**src/rtl/cmsm_pkg.sv**
```systemverilog
// Constants, types and register layout shared by the charger mode state machine.
// Assumes a single 125 MHz clock and comparator results already taken on that clock.
package cmsm_pkg;

  localparam int CLK_PERIOD_NS = 8;
  localparam int CLK_HZ = 125_000_000;
  // Comparator inputs must hold steady this long before they count.
  localparam int DEB_TIME_NS = 1000;
  localparam int DEB_CYCLES = (DEB_TIME_NS + CLK_PERIOD_NS - 1) / CLK_PERIOD_NS;
  localparam int SEC_TIME_S = 1;
  localparam int SEC_CYCLES = SEC_TIME_S * CLK_HZ;
  localparam logic [15:0] SEC_PER_HOUR = 16'h0E10;

  // Charge duration in hours, programmable over 1 to 10.
  localparam logic [3:0] CHG_HOURS_MIN = 4'h1;
  localparam logic [3:0] CHG_HOURS_MAX = 4'hA;
  localparam logic [3:0] CHG_HOURS_RST = 4'h4;
  // Pre-charge may last a quarter of the charge time: a right shift by two.
  localparam int PRE_LIMIT_SHIFT = 2;

  // Wishbone byte addresses.
  localparam logic [7:0] REG_CTRL = 8'h00;
  localparam logic [7:0] REG_STATUS = 8'h04;
  localparam logic [7:0] REG_ELAPSED = 8'h08;
  localparam logic [7:0] REG_PRE_ELAPSED = 8'h0C;

  typedef enum logic [2:0] {
    ST_OFF = 3'b000,
    ST_CHARGE = 3'b001,
    ST_SUSPEND = 3'b010,
    ST_PREFAULT = 3'b011,
    ST_MONITOR = 3'b100,
    ST_LDO = 3'b101
  } cmsm_state_e;

  // Debounced comparator results; a one means the named condition holds.
  typedef struct packed {
    logic input_undervoltage_lockout;
    logic input_overvoltage_fault;
    logic die_overtemperature;
    logic en_low;
    logic ntc_above_95;
    logic ntc_above_90;
    logic ntc_cold_trip;
    logic ntc_cold_clear;
    logic ntc_hot_trip;
    logic ntc_hot_clear;
    logic tsel_high;
    logic tsel_low;
    logic vbat_below_precharge;
    logic vbat_below_recharge;
    logic iout_above_term;
  } cmsm_cmp_s;

  localparam int CMP_W = $bits(cmsm_cmp_s);
  // Lockout and die overtemperature start asserted so nothing charges before the filters settle.
  localparam logic [14:0] CMP_RST = 15'h5000;

  typedef struct packed {
    logic [21:0] zero;
    logic pre_fault;
    logic temp_fault;
    logic battery_absent;
    logic led_oe;
    logic led_level;
    logic fast_current;
    logic output_on;
    cmsm_state_e state;
  } cmsm_status_s;

endpackage

```
**src/rtl/cmsm_sync_deb.sv**
```systemverilog
// Two-flop synchroniser and stability filter, one lane per comparator bit.
// Assumes the comparators are quiet for longer than CNT cycles between real changes.
`timescale 1ns/1ps
module cmsm_sync_deb
  import cmsm_pkg::*;
#(
  parameter int W = CMP_W,
  parameter int CNT = DEB_CYCLES,
  parameter logic [W-1:0] RST_VAL = '0
)
(
  input wire logic clk_i,
  input wire logic rst_i,
  input wire logic [W-1:0] raw_i,
  output logic [W-1:0] filt_o
);

  localparam int CW = $clog2(CNT + 1);
  localparam logic [CW-1:0] CNT_TOP = CW'(CNT - 1);

  genvar g;
  generate
    for (g = 0; g < W; g++)
    begin : g_lane
      logic meta_q;
      logic sync_q;
      logic [CW-1:0] cnt_q;
      wire differs = sync_q != filt_o[g];
      always_ff @(posedge clk_i)
      begin
        meta_q <= raw_i[g];
        sync_q <= meta_q;
        if (rst_i)
        begin
          cnt_q <= '0;
          filt_o[g] <= RST_VAL[g];
        end
        else if (!differs)
          cnt_q <= '0;
        else if (cnt_q == CNT_TOP)
        begin
          cnt_q <= '0;
          filt_o[g] <= sync_q;
        end
        else
          cnt_q <= cnt_q + 1'b1;
      end
    end
  endgenerate

endmodule

```
**src/rtl/cmsm_tick.sv**
```systemverilog
// One-second tick for the charge timers and the half-duty blink level.
// Assumes PERIOD is even so the blink halves are equal.
`timescale 1ns/1ps
module cmsm_tick
  import cmsm_pkg::*;
#(
  parameter int PERIOD = SEC_CYCLES
)
(
  input wire logic clk_i,
  input wire logic rst_i,
  output logic sec_tick_o,
  output logic blink_o
);

  localparam int CW = $clog2(PERIOD);
  localparam logic [CW-1:0] HALF = CW'(PERIOD / 2 - 1);
  localparam logic [CW-1:0] LAST = CW'(PERIOD - 1);

  logic [CW-1:0] cnt_q;
  wire at_half = cnt_q == HALF;
  wire at_last = cnt_q == LAST;

  always_ff @(posedge clk_i)
  begin
    if (rst_i)
    begin
      cnt_q <= '0;
      sec_tick_o <= 1'b0;
      blink_o <= 1'b0;
    end
    else
    begin
      cnt_q <= at_last ? '0 : cnt_q + 1'b1;
      sec_tick_o <= at_last;
      if (at_half || at_last)
        blink_o <= ~blink_o;
    end
  end

endmodule

```
**src/rtl/cmsm_top.sv**
```systemverilog
// Mode state machine of a single-cell charger with a Wishbone register port.
// Assumes every comparator input is a level synchronous to clk_i.
//
// The implementer's own choices: the register addresses and the Wishbone interface to the registers.
`timescale 1ns/1ps
module cmsm_top
  import cmsm_pkg::*;
#(
  parameter int SEC_CLK = SEC_CYCLES,
  parameter int DEB_CLK = DEB_CYCLES
)
(
  input wire logic clk_i,
  input wire logic rst_i,
  input wire cmsm_cmp_s cmp_i,
  input wire logic wb_cyc_i,
  input wire logic wb_stb_i,
  input wire logic wb_we_i,
  input wire logic [7:0] wb_adr_i,
  input wire logic [3:0] wb_sel_i,
  input wire logic [31:0] wb_dat_i,
  output logic [31:0] wb_dat_o,
  output logic wb_ack_o,
  output logic charger_output_o,
  output logic fast_current_program_o,
  output logic battery_absent_flag_o,
  output logic charge_status_led_o,
  output logic charge_status_led_oe_o
);

  // Filtered comparator levels; nothing past the filter reads the raw pins.
  cmsm_cmp_s c;
  logic [CMP_W-1:0] c_vec;
  logic sec_tick;
  logic blink;

  cmsm_sync_deb #(
    .W(CMP_W),
    .CNT(DEB_CLK),
    .RST_VAL(CMP_RST)
  ) u_deb (
    .clk_i(clk_i),
    .rst_i(rst_i),
    .raw_i(cmp_i),
    .filt_o(c_vec)
  );

  assign c = cmsm_cmp_s'(c_vec);

  cmsm_tick #(
    .PERIOD(SEC_CLK)
  ) u_tick (
    .clk_i(clk_i),
    .rst_i(rst_i),
    .sec_tick_o(sec_tick),
    .blink_o(blink)
  );

  // Both timers hold whole seconds; ten hours of seconds still fits in sixteen bits.
  cmsm_state_e state_q;
  cmsm_state_e state_d;
  logic [3:0] hours_q;
  logic [15:0] elapsed_q;
  logic [15:0] elapsed_d;
  logic [15:0] pre_q;
  logic [15:0] pre_d;
  logic temp_fault_q;
  logic temp_fault_d;
  logic led_latch_q;
  logic led_latch_d;
  logic ack_q;
  logic [31:0] rdata_q;

  // Mode of the timer-select pin.
  wire ldo_sel = c.tsel_high;
  wire no_timer = c.tsel_low && !c.tsel_high;
  wire use_timer = !c.tsel_low && !c.tsel_high;

  // Supply or enable missing forces the off state.
  wire disabled = c.input_undervoltage_lockout || c.en_low;

  // Window comparators trip outside 30%/75% and release only at the inner levels.
  wire temp_trip = c.ntc_cold_trip || c.ntc_hot_trip || c.ntc_above_95;
  wire temp_clear = c.ntc_cold_clear && c.ntc_hot_clear && !c.ntc_above_95;
  assign temp_fault_d = temp_trip || (temp_fault_q && !temp_clear);

  // Faults that stop current without ending the cycle.
  wire pulse_off = c.die_overtemperature || c.input_overvoltage_fault;

  // Charge time limit; the product stays below 16 bits for at most 10 hours.
  wire [15:0] limit = 16'(16'(hours_q) * SEC_PER_HOUR);
  wire [15:0] pre_limit = limit >> PRE_LIMIT_SHIFT;
  wire timer_done = use_timer && (elapsed_q >= limit);
  wire term_done = no_timer && !c.iout_above_term;
  wire pre_timeout = use_timer && c.vbat_below_precharge && (pre_q >= pre_limit);

  wire in_charge = state_q == ST_CHARGE;
  wire in_ldo = state_q == ST_LDO;
  wire in_suspend = state_q == ST_SUSPEND;
  wire in_prefault = state_q == ST_PREFAULT;

  // Output enable as seen this cycle.
  wire ldo_on = in_ldo && c.ntc_above_90 && !pulse_off;
  wire charge_on = in_charge && !pulse_off && !temp_fault_q;
  wire out_on = ldo_on || charge_on;

  // A cycle restarts from off, monitor or regulator; a resumed cycle keeps its time.
  wire fresh_src = (state_q == ST_OFF) || (state_q == ST_MONITOR) || in_ldo;
  wire new_cycle = (state_d == ST_CHARGE) && fresh_src;

  always_comb
  begin
    state_d = state_q;
    // Lockout or a grounded enable wins over every state, regulator mode included.
    if (disabled)
      state_d = ST_OFF;
    else
    begin
      unique case (state_q)
        ST_OFF:
        begin
          state_d = ldo_sel ? ST_LDO : ST_CHARGE;
        end
        ST_LDO:
        begin
          // Leaving regulator mode starts a fresh cycle with cleared timers.
          if (!ldo_sel)
            state_d = ST_CHARGE;
        end
        ST_CHARGE:
        begin
          if (ldo_sel)
            state_d = ST_LDO;
          else if (temp_fault_q)
            state_d = ST_SUSPEND;
          else if (pre_timeout)
            state_d = ST_PREFAULT;
          else if (timer_done || term_done)
            state_d = ST_MONITOR;
        end
        ST_SUSPEND:
        begin
          if (ldo_sel)
            state_d = ST_LDO;
          else if (!temp_fault_q)
            state_d = ST_CHARGE;
        end
        ST_PREFAULT:
        begin
          // The fault holds until the battery rises, the timer pin selects regulator mode or the device is disabled.
          if (ldo_sel)
            state_d = ST_LDO;
          else if (!c.vbat_below_precharge)
            state_d = ST_CHARGE;
        end
        ST_MONITOR:
        begin
          // Monitor keeps the output off and the latched complete level until a recharge.
          if (ldo_sel)
            state_d = ST_LDO;
          else if (c.vbat_below_recharge)
            state_d = ST_CHARGE;
        end
        default:
        begin
          state_d = ST_OFF;
        end
      endcase
    end
  end

  // The charge timer only advances on seconds in which current may flow.
  // Both counters saturate rather than wrap, so a long run can never fake a fresh start.
  always_comb
  begin
    elapsed_d = elapsed_q;
    if (new_cycle || state_d == ST_OFF)
      elapsed_d = '0;
    else if (sec_tick && charge_on && use_timer && elapsed_q != 16'hFFFF)
      elapsed_d = elapsed_q + 16'h0001;
  end

  // Pre-charge time restarts whenever the battery rises past the pre-charge level.
  always_comb
  begin
    pre_d = pre_q;
    if (new_cycle || state_d == ST_OFF || !c.vbat_below_precharge)
      pre_d = '0;
    else if (sec_tick && charge_on && use_timer && pre_q != 16'hFFFF)
      pre_d = pre_q + 16'h0001;
  end

  // End-of-charge latch; setting wins over the clear in the same cycle.
  wire led_set = out_on && !c.iout_above_term;
  wire led_clr = new_cycle || state_d == ST_OFF;
  assign led_latch_d = led_set || (led_latch_q && !led_clr);

  // A fault blink overrides the charging and complete levels, but never the lockout float.
  wire blink_fault = c.input_overvoltage_fault || c.die_overtemperature
    || in_suspend || in_prefault;
  wire led_high = led_latch_q || !c.iout_above_term;
  wire led_level = blink_fault ? blink : led_high;
  wire led_oe = !disabled;

  // Regulator mode always takes the fast limit; charge mode follows the battery level.
  wire fast_sel = in_ldo || !c.vbat_below_precharge;

  always_ff @(posedge clk_i)
  begin
    if (rst_i)
    begin
      state_q <= ST_OFF;
      temp_fault_q <= 1'b0;
      led_latch_q <= 1'b0;
    end
    else
    begin
      state_q <= state_d;
      temp_fault_q <= temp_fault_d;
      led_latch_q <= led_latch_d;
    end
  end

  // Timer clears come from the next state, so a restart and its cleared count share one edge.
  always_ff @(posedge clk_i)
  begin
    if (rst_i)
    begin
      elapsed_q <= '0;
      pre_q <= '0;
    end
    else
    begin
      elapsed_q <= elapsed_d;
      pre_q <= pre_d;
    end
  end

  always_ff @(posedge clk_i)
  begin
    if (rst_i)
    begin
      charger_output_o <= 1'b0;
      fast_current_program_o <= 1'b0;
      battery_absent_flag_o <= 1'b0;
      charge_status_led_o <= 1'b0;
      charge_status_led_oe_o <= 1'b0;
    end
    else
    begin
      charger_output_o <= out_on;
      fast_current_program_o <= fast_sel;
      battery_absent_flag_o <= c.ntc_above_95;
      charge_status_led_o <= led_level;
      charge_status_led_oe_o <= led_oe;
    end
  end

  // Wishbone slave: one wait state, ack for one cycle, unmapped reads return zero.
  // The standing ack masks the request in its cycle, so a held strobe is taken every second cycle.
  wire req = wb_cyc_i && wb_stb_i && !ack_q;
  wire hit_ctrl = wb_adr_i == REG_CTRL;
  wire hit_status = wb_adr_i == REG_STATUS;
  wire hit_elapsed = wb_adr_i == REG_ELAPSED;
  wire hit_pre = wb_adr_i == REG_PRE_ELAPSED;
  // Only the low byte lane carries the hours field; a write without it changes nothing.
  wire wr_ctrl = req && wb_we_i && hit_ctrl && wb_sel_i[0];

  // Hours outside the legal span are pulled to the nearest limit.
  wire [3:0] hours_in = wb_dat_i[3:0];
  wire [3:0] hours_clamped = (hours_in < CHG_HOURS_MIN) ? CHG_HOURS_MIN
    : (hours_in > CHG_HOURS_MAX) ? CHG_HOURS_MAX : hours_in;

  // The five pin bits of the status mirror the registered pins, so software sees the levels the board sees.
  cmsm_status_s status;
  assign status.zero = '0;
  assign status.pre_fault = in_prefault;
  assign status.temp_fault = temp_fault_q;
  assign status.battery_absent = battery_absent_flag_o;
  assign status.led_oe = charge_status_led_oe_o;
  assign status.led_level = charge_status_led_o;
  assign status.fast_current = fast_current_program_o;
  assign status.output_on = charger_output_o;
  assign status.state = state_q;

  // Read data come from a register, so they stand unchanged through the ack cycle.
  wire [31:0] rmux = hit_ctrl ? {28'h0000000, hours_q}
    : hit_status ? 32'(status)
    : hit_elapsed ? {16'h0000, elapsed_q}
    : hit_pre ? {16'h0000, pre_q}
    : 32'h00000000;

  always_ff @(posedge clk_i)
  begin
    if (rst_i)
    begin
      ack_q <= 1'b0;
      rdata_q <= '0;
    end
    else
    begin
      ack_q <= req;
      rdata_q <= req ? rmux : rdata_q;
    end
  end

  // The hours field survives a disable or a lockout; only reset restores the default.
  always_ff @(posedge clk_i)
  begin
    if (rst_i)
      hours_q <= CHG_HOURS_RST;
    else if (wr_ctrl)
      hours_q <= hours_clamped;
  end

  assign wb_ack_o = ack_q;
  assign wb_dat_o = rdata_q;

endmodule

```
**config.mk**
```make
export PLATFORM = sky130hd
export DESIGN_NAME = cmsm_top
export DESIGN_NICKNAME = d
export VERILOG_FILES = /design/src/rtl/cmsm_pkg.sv /design/src/rtl/cmsm_sync_deb.sv /design/src/rtl/cmsm_tick.sv /design/src/rtl/cmsm_top.sv
export SDC_FILE = /design/constraint.sdc
export NUM_CORES = 1
export LEC_CHECK = 0
export ABC_AREA = 0
export BUFFER_PORTS_ARGS = -buffer_cell sky130_fd_sc_hd__clkbuf_2
export CORE_MARGIN = 2
export CORE_UTILIZATION = 59
export CTS_CLUSTER_DIAMETER = 50
export DETAILED_ROUTE_END_ITERATION = 8
export PLACE_DENSITY = 0.84
export SLEW_MARGIN = 10
export SYNTH_ARGS = -nofsm -noshare
export SYNTH_HDL_FRONTEND = slang
export SYNTH_SLANG_ARGS = --single-unit
```
**constraint.sdc**
```tcl
create_clock -name clk_i -period 4.44 [get_ports clk_i]
set_input_delay 1.11 -clock clk_i [delete_from_list [all_inputs] [get_ports clk_i]]
set_output_delay 1.11 -clock clk_i [all_outputs]
set_load 0.01 [all_outputs]
```
==> impl_metrics.csv, run 1 <==
group,metric,value,unit
critical_path,cp_cell_sequence,"inv_1 -> fa_1 -> inv_1 -> ha_1 -> fa_1 -> xnor2_1 -> ha_1 -> nand4_1 -> or3_1 -> a21oi_1 -> o221ai_1 -> o211a_1 -> a22o_1",
critical_path,critPathRequiredTime,4.87,ns
floorplanning,core,0.0185,mm^2
layout,stdcell_area,0.0123,mm^2
layout,finalNetCount,1410,
layout,drive_above_1_share,9.70,%
grt,track_usage,21.5,%
floorplanning,die_y,141,um
power,p_leak,4.66,nW
power,vdd_drop_max,0.000352,V
clock_tree,clock_latency,0.54,ns
logic_synthesis,syn_area_per_cell,8.94,um^2
placed_design,dp_hpwl,15000,um
layout,diodes,0,
clock_tree,clk_pin_slew_worst_paths,0.06,ns
logic_synthesis,synthTopCellsByCount,"244 x nor2_1, 242 x dfxtp_1, 84 x inv_1",
clock_tree,holdBufCountCts,0,
routing,dr_wl_met3,1020,um
logic_synthesis,yosys-top-cells-area,"dfxtp_1 44%, nor2_1 8.3%, ha_1 7.2%, xor2_1 6.3%, xnor2_1 5.1%",
clock_tree,numCtsBuffers,27,
routing,drt-met1-wl,9160,um
power,p_per_area,373,mW/mm^2
logic_synthesis,yosysWarnings,0,
clock_tree,cts_setup_buffers,0,
critical_path,path_max_fanout,5,
routing,drtIter0Drc,482,
sta,setup_viol,0,
clock_tree,clock-sinks,242,
floorplanning,ios,102,
layout,area_growth,11.4,%
status,status,"finished clean",
sta,final.min_clock_period,3.78,ns
floorplanning,row_count,50,
routing,drt-total-wl,21500,um
placed_design,gp_congestion,0.905,
sta,report.final.slew_viol_count,0,
logic_synthesis,synth-edff-count,0,
logic_synthesis,yosysTopAreaCell,"dfxtp_1",
grt,grt-ovfl-total,0,
routing,ant_nets,0,
routing,first_pass_iters,5,
sta,fin_skew,0.0165,ns
sta,final_hold_viol_count,0,
clock_tree,cts_resized,0,
floorplanning,dieArea,0.0199,mm^2
clock_tree,cts_tree,"yes",
grt,grt_max_degree,60,
grt,antenna_found_initial,0,
logic_synthesis,async_reset_ff_share,0,%
critical_path,cp-start-kind,"flip-flop",
logic_synthesis,synth_cell_types,72,
sta,worst_pin_slew,1.11,ns
critical_path,arrival,4.21,ns
logic_synthesis,synth-seq-cells,242,
critical_path,cp_slowest_cell,"fa_1",
logic_synthesis,netlist.area_leader.share,43.8,%
routing,drc,0,
flow_run,cap_violations,0,
floorplanning,die_w,141,um
critical_path,path_class,"reg -> reg",
sta,max_freq,265,MHz
critical_path,endpoint_kind,"flip-flop",
logic_synthesis,synthesis.area,0.0111,mm^2
routing,top_layer_used,"met4",
sta,slew_headroom,25.9,%
placed_design,dpl-instance-area,0.0114,mm^2
critical_path,cpPeakStageDelay,0.56,ns
sta,rsz0062_at_grt,"false",
logic_synthesis,synth_cells,1237,
floorplanning,initial_utilization,59.7,%
routing,wl_per_cell,14.0,um
hold_path,hold_class,"reg -> reg",
logic_synthesis,ys_seq_area_share,43.8,%
layout,fill_cells,1408,
sta,finalCritPeriodShare,85.0,%
grt,grt_pass1_wl,35900,um
sta,fin_hold_ws,0.324,ns
placed_design,dp_slack,0.701,ns
placed_design,numPortBuffers,54,
clock_tree,htreeDepth,1,
sta,finalSetupTns,0,ns
logic_synthesis,ys.flop_type,"dfxtp_1",
sta,final.setup.worst_slack,0.664,ns
routing,dr_wl_met2,10700,um
grt,grt_pass1_vias,8026,
routing,vias,8428,
clock_tree,cts_buffer_depth,3,
routing,via_per_inst,5.50,
logic_synthesis,synth_most_common_cell,"nor2_1",
clock_tree,cts_root_buffer,"clkbuf_16",
where the power goes:
| group | internal [mW] | switching [mW] |
|---|---|---|
| logic | 0.0419 | 0.0756 |
| clock network | 1.36 | 0.890 |
| registers | 2.20 | 0.0240 |
| total | 3.60 | 0.990 |
flip-flops by register name, summed over array words and instances, names as in the netlist:
name and flops:
u_deb.g_lane.meta_q 15, charge_status_led_oe_o 1, wb_dat_o 16, charge_status_led_o 1
battery_absent_flag_o 1, state_q 3, elapsed_q 16, u_deb.g_lane.sync_q 15
temp_fault_q 1, u_tick.cnt_q 27, u_tick.blink_o 1, u_tick.sec_tick_o 1
u_deb.filt_o 15, led_latch_q 1, hours_q 4, pre_q 16
u_deb.g_lane.cnt_q 105, fast_current_program_o 1, wb_ack_o 1, charger_output_o 1
critical path: cells and delay by family, from the launching register on:
| kind | cells | cell delay, ns |
|---|---|---|
| and+or+nand+nor | 2 | 0.44 |
| DFF | 1 | 0.40 |
| xor gates and xnor gates | 1 | 0.18 |
| buffers and inverters | 2 | 0.22 |
| adders and majority gates | 4 | 1.68 |
| AOI/OAI and AO/OA | 4 | 0.72 |
cell type report:
class                      instances  area (um^2)  share of cell area [%]
clock inverter                    13          179                    1.45
multi-input combinational        866         5650                    45.9
timing repair buffer              57          293                    2.38
clock buffer                      36          739                    6.00
inverter                          85          319                    2.59
tap                              234          293                    2.38
sequential                       242         4840                    39.3
layer usage:
layer / GRT usage, % / vias to the layer above
met5: 0 / -
met4: 7.42 / 0
met3: 3.13 / 58
met1: 26.0 / 3959
met2: 39.0 / 225
li1: - / 4186
path summary, 6_finish.rpt:
kind	cells after the start	to	slack (ns)	from
max reg2reg	13	state_q[2]	0.66	hours_q[1]
max	13	state_q[2]	0.66	hours_q[1]
min reg2reg	0	u_deb.g_lane[9].sync_q	0.32	u_deb.g_lane[9].meta_q
min	0	u_deb.g_lane[9].sync_q	0.32	u_deb.g_lane[9].meta_q
metrics by stage:
stage	util (%)	instances	power (mW)
6_report	66.5	1533	4.59
5_1_grt	66.5	1533	4.73
4_1_cts	66.5	1533	4.63
3_5_place_dp	61.5	1484	2.39
3_3_place_gp	61.5	1484	2.38
2_1_floorplan	-	1252	2.36
kinds of logic after synthesis:
| kind of cell | synth area share [%] |
|---|---|
| simple gates | 22.6 |
| flops | 43.8 |
| xor+xnor | 11.6 |
| buf+inv | 5.63 |
| compound gates | 6.45 |
| fa+ha+maj | 7.88 |
| mux | 1.97 |
| other cells | 0.0339 |
cells in the final DEF (no fill, tap or decap), drive strengths merged, types with 6 or more instances in the layout:
cell type	instances
nand2	63
a211oi	8
nand4	28
nand3	73
and4	14
clkinv	7
nor4	11
dfxtp	242
conb	16
or3	17
xnor2	65
a21oi	19
nor3	18
inv	86
ha	64
nor2	244
o21ai	28
and3	20
clkbuf	90
mux2i	15
xor2	79
nor4b	6
a22oi	14
Power figures use the tool's default switching activity.
==> run 2: changes to the inputs <==
--- a/config.mk
+++ b/config.mk
@@ -7,12 +7,15 @@
 export LEC_CHECK = 0
 export ABC_AREA = 0
 export BUFFER_PORTS_ARGS = -buffer_cell sky130_fd_sc_hd__clkbuf_2
+export CELL_PAD_IN_SITES_DETAIL_PLACEMENT = 1
+export CELL_PAD_IN_SITES_GLOBAL_PLACEMENT = 1
 export CORE_MARGIN = 2
-export CORE_UTILIZATION = 59
+export CORE_UTILIZATION = 46
 export CTS_CLUSTER_DIAMETER = 50
 export DETAILED_ROUTE_END_ITERATION = 8
-export PLACE_DENSITY = 0.84
+export PLACE_DENSITY = 0.85
 export SLEW_MARGIN = 10
 export SYNTH_ARGS = -nofsm -noshare
 export SYNTH_HDL_FRONTEND = slang
+export SYNTH_HIERARCHICAL = 1
 export SYNTH_SLANG_ARGS = --single-unit
==> run 2 against run 1 <==
Compared with the run above:
- global-route usage barely moved
- hold slack better by 0.0013 ns
- sequential cell count is the same
- critical path depth did not move
- utilization shrank 14 points
- register-to-register slack lost 0.29 ns
- sequential power barely moved
- die area grew 31%
- clock-buffer cell count is 2 higher
- critical path type unchanged
- largest power group unchanged
==> impl_metrics.csv, run 2 <==
group,metric,value,unit
sta,fin_hold_ws,0.325,ns
flow_run,cap_violations,0,
critical_path,reg2reg_from,"hours_q[2]",
critical_path,cp_cell_sequence,"inv_1 -> fa_1 -> inv_1 -> ha_1 -> fa_1 -> xnor2_1 -> ha_1 -> a21oi_1 -> nor3b_1 -> o22ai_1 -> a311oi_1 -> o21ai_0 -> a21boi_0",
critical_path,endpoint_kind,"flip-flop",
critical_path,r2r_setup_slack,0.37,ns
critical_path,cpPeakStageDelay,0.54,ns
grt,antenna_found_initial,0,
grt,grt-ovfl-total,0,
logic_synthesis,synthesis.area,0.0114,mm^2
layout,area_growth,12.5,%
grt,track_usage,21.5,%
power,vdd_drop_max,0.000264,V
routing,first_pass_iters,4,
clock_tree,clk_pin_slew_worst_paths,0.06,ns
sta,worst_pin_slew,0.946,ns
critical_path,crit_start,"hours_q[2]",
routing,vias,9354,
logic_synthesis,yosysWarnings,6,
sta,report.final.slew_viol_count,0,
placed_design,dp_hpwl,20000,um
sta,final.min_clock_period,4.07,ns
logic_synthesis,ys.flop_type,"dfxtp_1",
logic_synthesis,syn_area_per_cell,8.79,um^2
grt,grt_pass1_wl,46800,um
placed_design,dpl-instance-area,0.0119,mm^2
routing,ant_nets,0,
sta,rsz0062_at_grt,"false",
power,p_per_area,369,mW/mm^2
routing,drt-total-wl,28300,um
clock_tree,cts_buffer_depth,3,
logic_synthesis,async_reset_ff_share,0,%
sta,fin_skew,0.0228,ns
placed_design,dp_slack,0.554,ns
layout,diodes,0,
critical_path,path_class,"reg -> reg",
logic_synthesis,yosys-top-cells-area,"dfxtp_1 43%, ha_1 7.0%, nor2_1 6.1%, xor2_1 5.5%, a21oi_1 3.6%",
layout,finalNonFillerCells,1697,
sta,finalSetupTns,0,ns
hold_path,hold_class,"reg -> reg",
layout,largest_reg_flops,105,
logic_synthesis,synth_cell_types,76,
sta,finalCritPeriodShare,91.6,%
grt,grt_max_degree,44,
logic_synthesis,synthTopCellsByCount,"242 x dfxtp_1, 184 x nor2_1, 88 x inv_1",
sta,slew_headroom,36.9,%
routing,drtIter0Drc,531,
critical_path,path_max_fanout,6,
logic_synthesis,synth_most_common_cell,"dfxtp_1",
placed_design,dp.cells,1646,
sta,setup_viol,0,
floorplanning,core,0.0243,mm^2
logic_synthesis,netlist.area_leader.share,42.5,%
critical_path,crit_end,"state_q[0]",
placed_design,numPortBuffers,54,
logic_synthesis,yosysTopAreaCell,"dfxtp_1",
layout,drive_above_1_share,9.69,%
floorplanning,die_w,161,um
clock_tree,cts_setup_buffers,0,
floorplanning,ios,102,
critical_path,cp-start-kind,"flip-flop",
routing,drc,0,
floorplanning,row_count,57,
layout,largestRegisters,"u_deb/g_lane.cnt_q x105, u_tick/cnt_q x27",
status,status,"finished clean",
critical_path,critPathRequiredTime,4.88,ns
sta,final_hold_viol_count,0,
clock_tree,holdBufCountCts,0,
routing,via_per_inst,5.51,
layout,stdcell_area,0.0128,mm^2
critical_path,r2r-end,"state_q[0]",
sta,max_freq,246,MHz
logic_synthesis,synth_cells,1296,
clock_tree,numCtsBuffers,28,
floorplanning,die_y,161,um
clock_tree,cts_resized,0,
critical_path,cp_slowest_cell,"fa_1",
critical_path,arrival,4.51,ns
routing,wl_per_cell,16.6,um
logic_synthesis,synth-edff-count,0,
layout,finalNetCount,1483,
placed_design,gp_congestion,0.843,
power,p_leak,4.82,nW
floorplanning,initial_utilization,46.8,%
floorplanning,dieArea,0.0260,mm^2
logic_synthesis,synth-seq-cells,242,
clock_tree,clock_latency,0.55,ns
clock_tree,cts_tree,"yes",
logic_synthesis,ys_seq_area_share,42.5,%
sta,final.setup.worst_slack,0.374,ns
clock_tree,clock-sinks,242,
critical_path,reg2reg_depth,13,
layout,regMostFlops,"u_deb/g_lane.cnt_q",
clock_tree,cts_root_buffer,"clkbuf_16",
layout,final_cell_mix,"242 x dfxtp_1, 184 x nor2_1, 88 x inv_1",
clock_tree,htreeDepth,1,
layout,final_common_cell,"dfxtp_1",
grt,grt_pass1_vias,9720,
## run 2: changes by cell type in the layout (fill, tap and decap cells not counted), sizes merged, moves of 10 or more
| cell | delta |
|---|---|
| xnor2 | -30 |
| nor2 | -60 |
| or3b | +10 |
| o211ai | +16 |
| or3 | +14 |
| o21ai | +44 |
| a21oi | +63 |
| nand3 | +12 |
| nand2 | +20 |
| mux2i | -13 |
## run 2: routing by layer
| layer | wire, um | vias up | track usage (%) |
|---|---|---|---|
| met3 | 1060 | 54 | 3.24 |
| li1 | - | 4570 | - |
| met5 | 0 | - | 0 |
| met4 | 821 | 0 | 6.98 |
| met2 | 14300 | 155 | 39.2 |
| met1 | 12100 | 4575 | 25.8 |
## run 2: cell type report
class                      instances  area (um^2)
clock buffer                      38          798
clock inverter                    13          158
fill                            2874        11500
inverter                          88          330
multi-input combinational        935         5990
sequential                       242         4840
tap                              324          405
timing repair buffer              57          293
## run 2: stage by stage
stage          power [mW]  util, %
2_1_floorplan        2.38        -
3_3_place_gp         2.41     48.8
3_5_place_dp         2.42     48.8
4_1_cts              4.78     52.7
5_1_grt              4.89     52.7
6_report             4.73     52.7
## run 2: worst min path at each step
stage / cells past startpoint / startpoint / end
detailed placement: 0 / u_deb/g_lane[8].meta_q / u_deb/g_lane[8].sync_q
global route: 0 / u_deb/g_lane[11].meta_q / u_deb/g_lane[11].sync_q
CTS: 0 / u_deb/g_lane[4].meta_q / u_deb/g_lane[4].sync_q
finish: 0 / u_deb/g_lane[4].meta_q / u_deb/g_lane[4].sync_q
floorplan: 0 / u_deb/g_lane[0].meta_q / u_deb/g_lane[0].sync_q
global placement: 0 / u_deb/g_lane[0].meta_q / u_deb/g_lane[0].sync_q
## run 2: critical path, delay by kind of cell, from the launching register on
kind                       cells  cell delay, ns
AOI/OAI and AO/OA              5            1.17
adders and majority gates      4            1.62
DFF                            1            0.48
xor gates and xnor gates       1            0.23
and+or+nand+nor                1            0.22
buffers and inverters          2            0.23
## run 2: logic make-up after synthesis
logic type	Yosys count	synth area share, %
xor+xnor	109	8.62
buf+inv	134	5.38
simple gates	515	23.4
compound gates	220	11.6
flops	242	42.5
other cells	1	0.0329
mux	7	0.769
fa+ha+maj	68	7.64
## run 2: power by group
part / internal [mW] / leakage, nW / switching (mW)
Combinational: 0.0469 / 2.38 / 0.0953
Sequential: 2.20 / 1.97 / 0.0266
Clock: 1.43 / 0.474 / 0.924
Total: 3.68 / 4.82 / 1.05
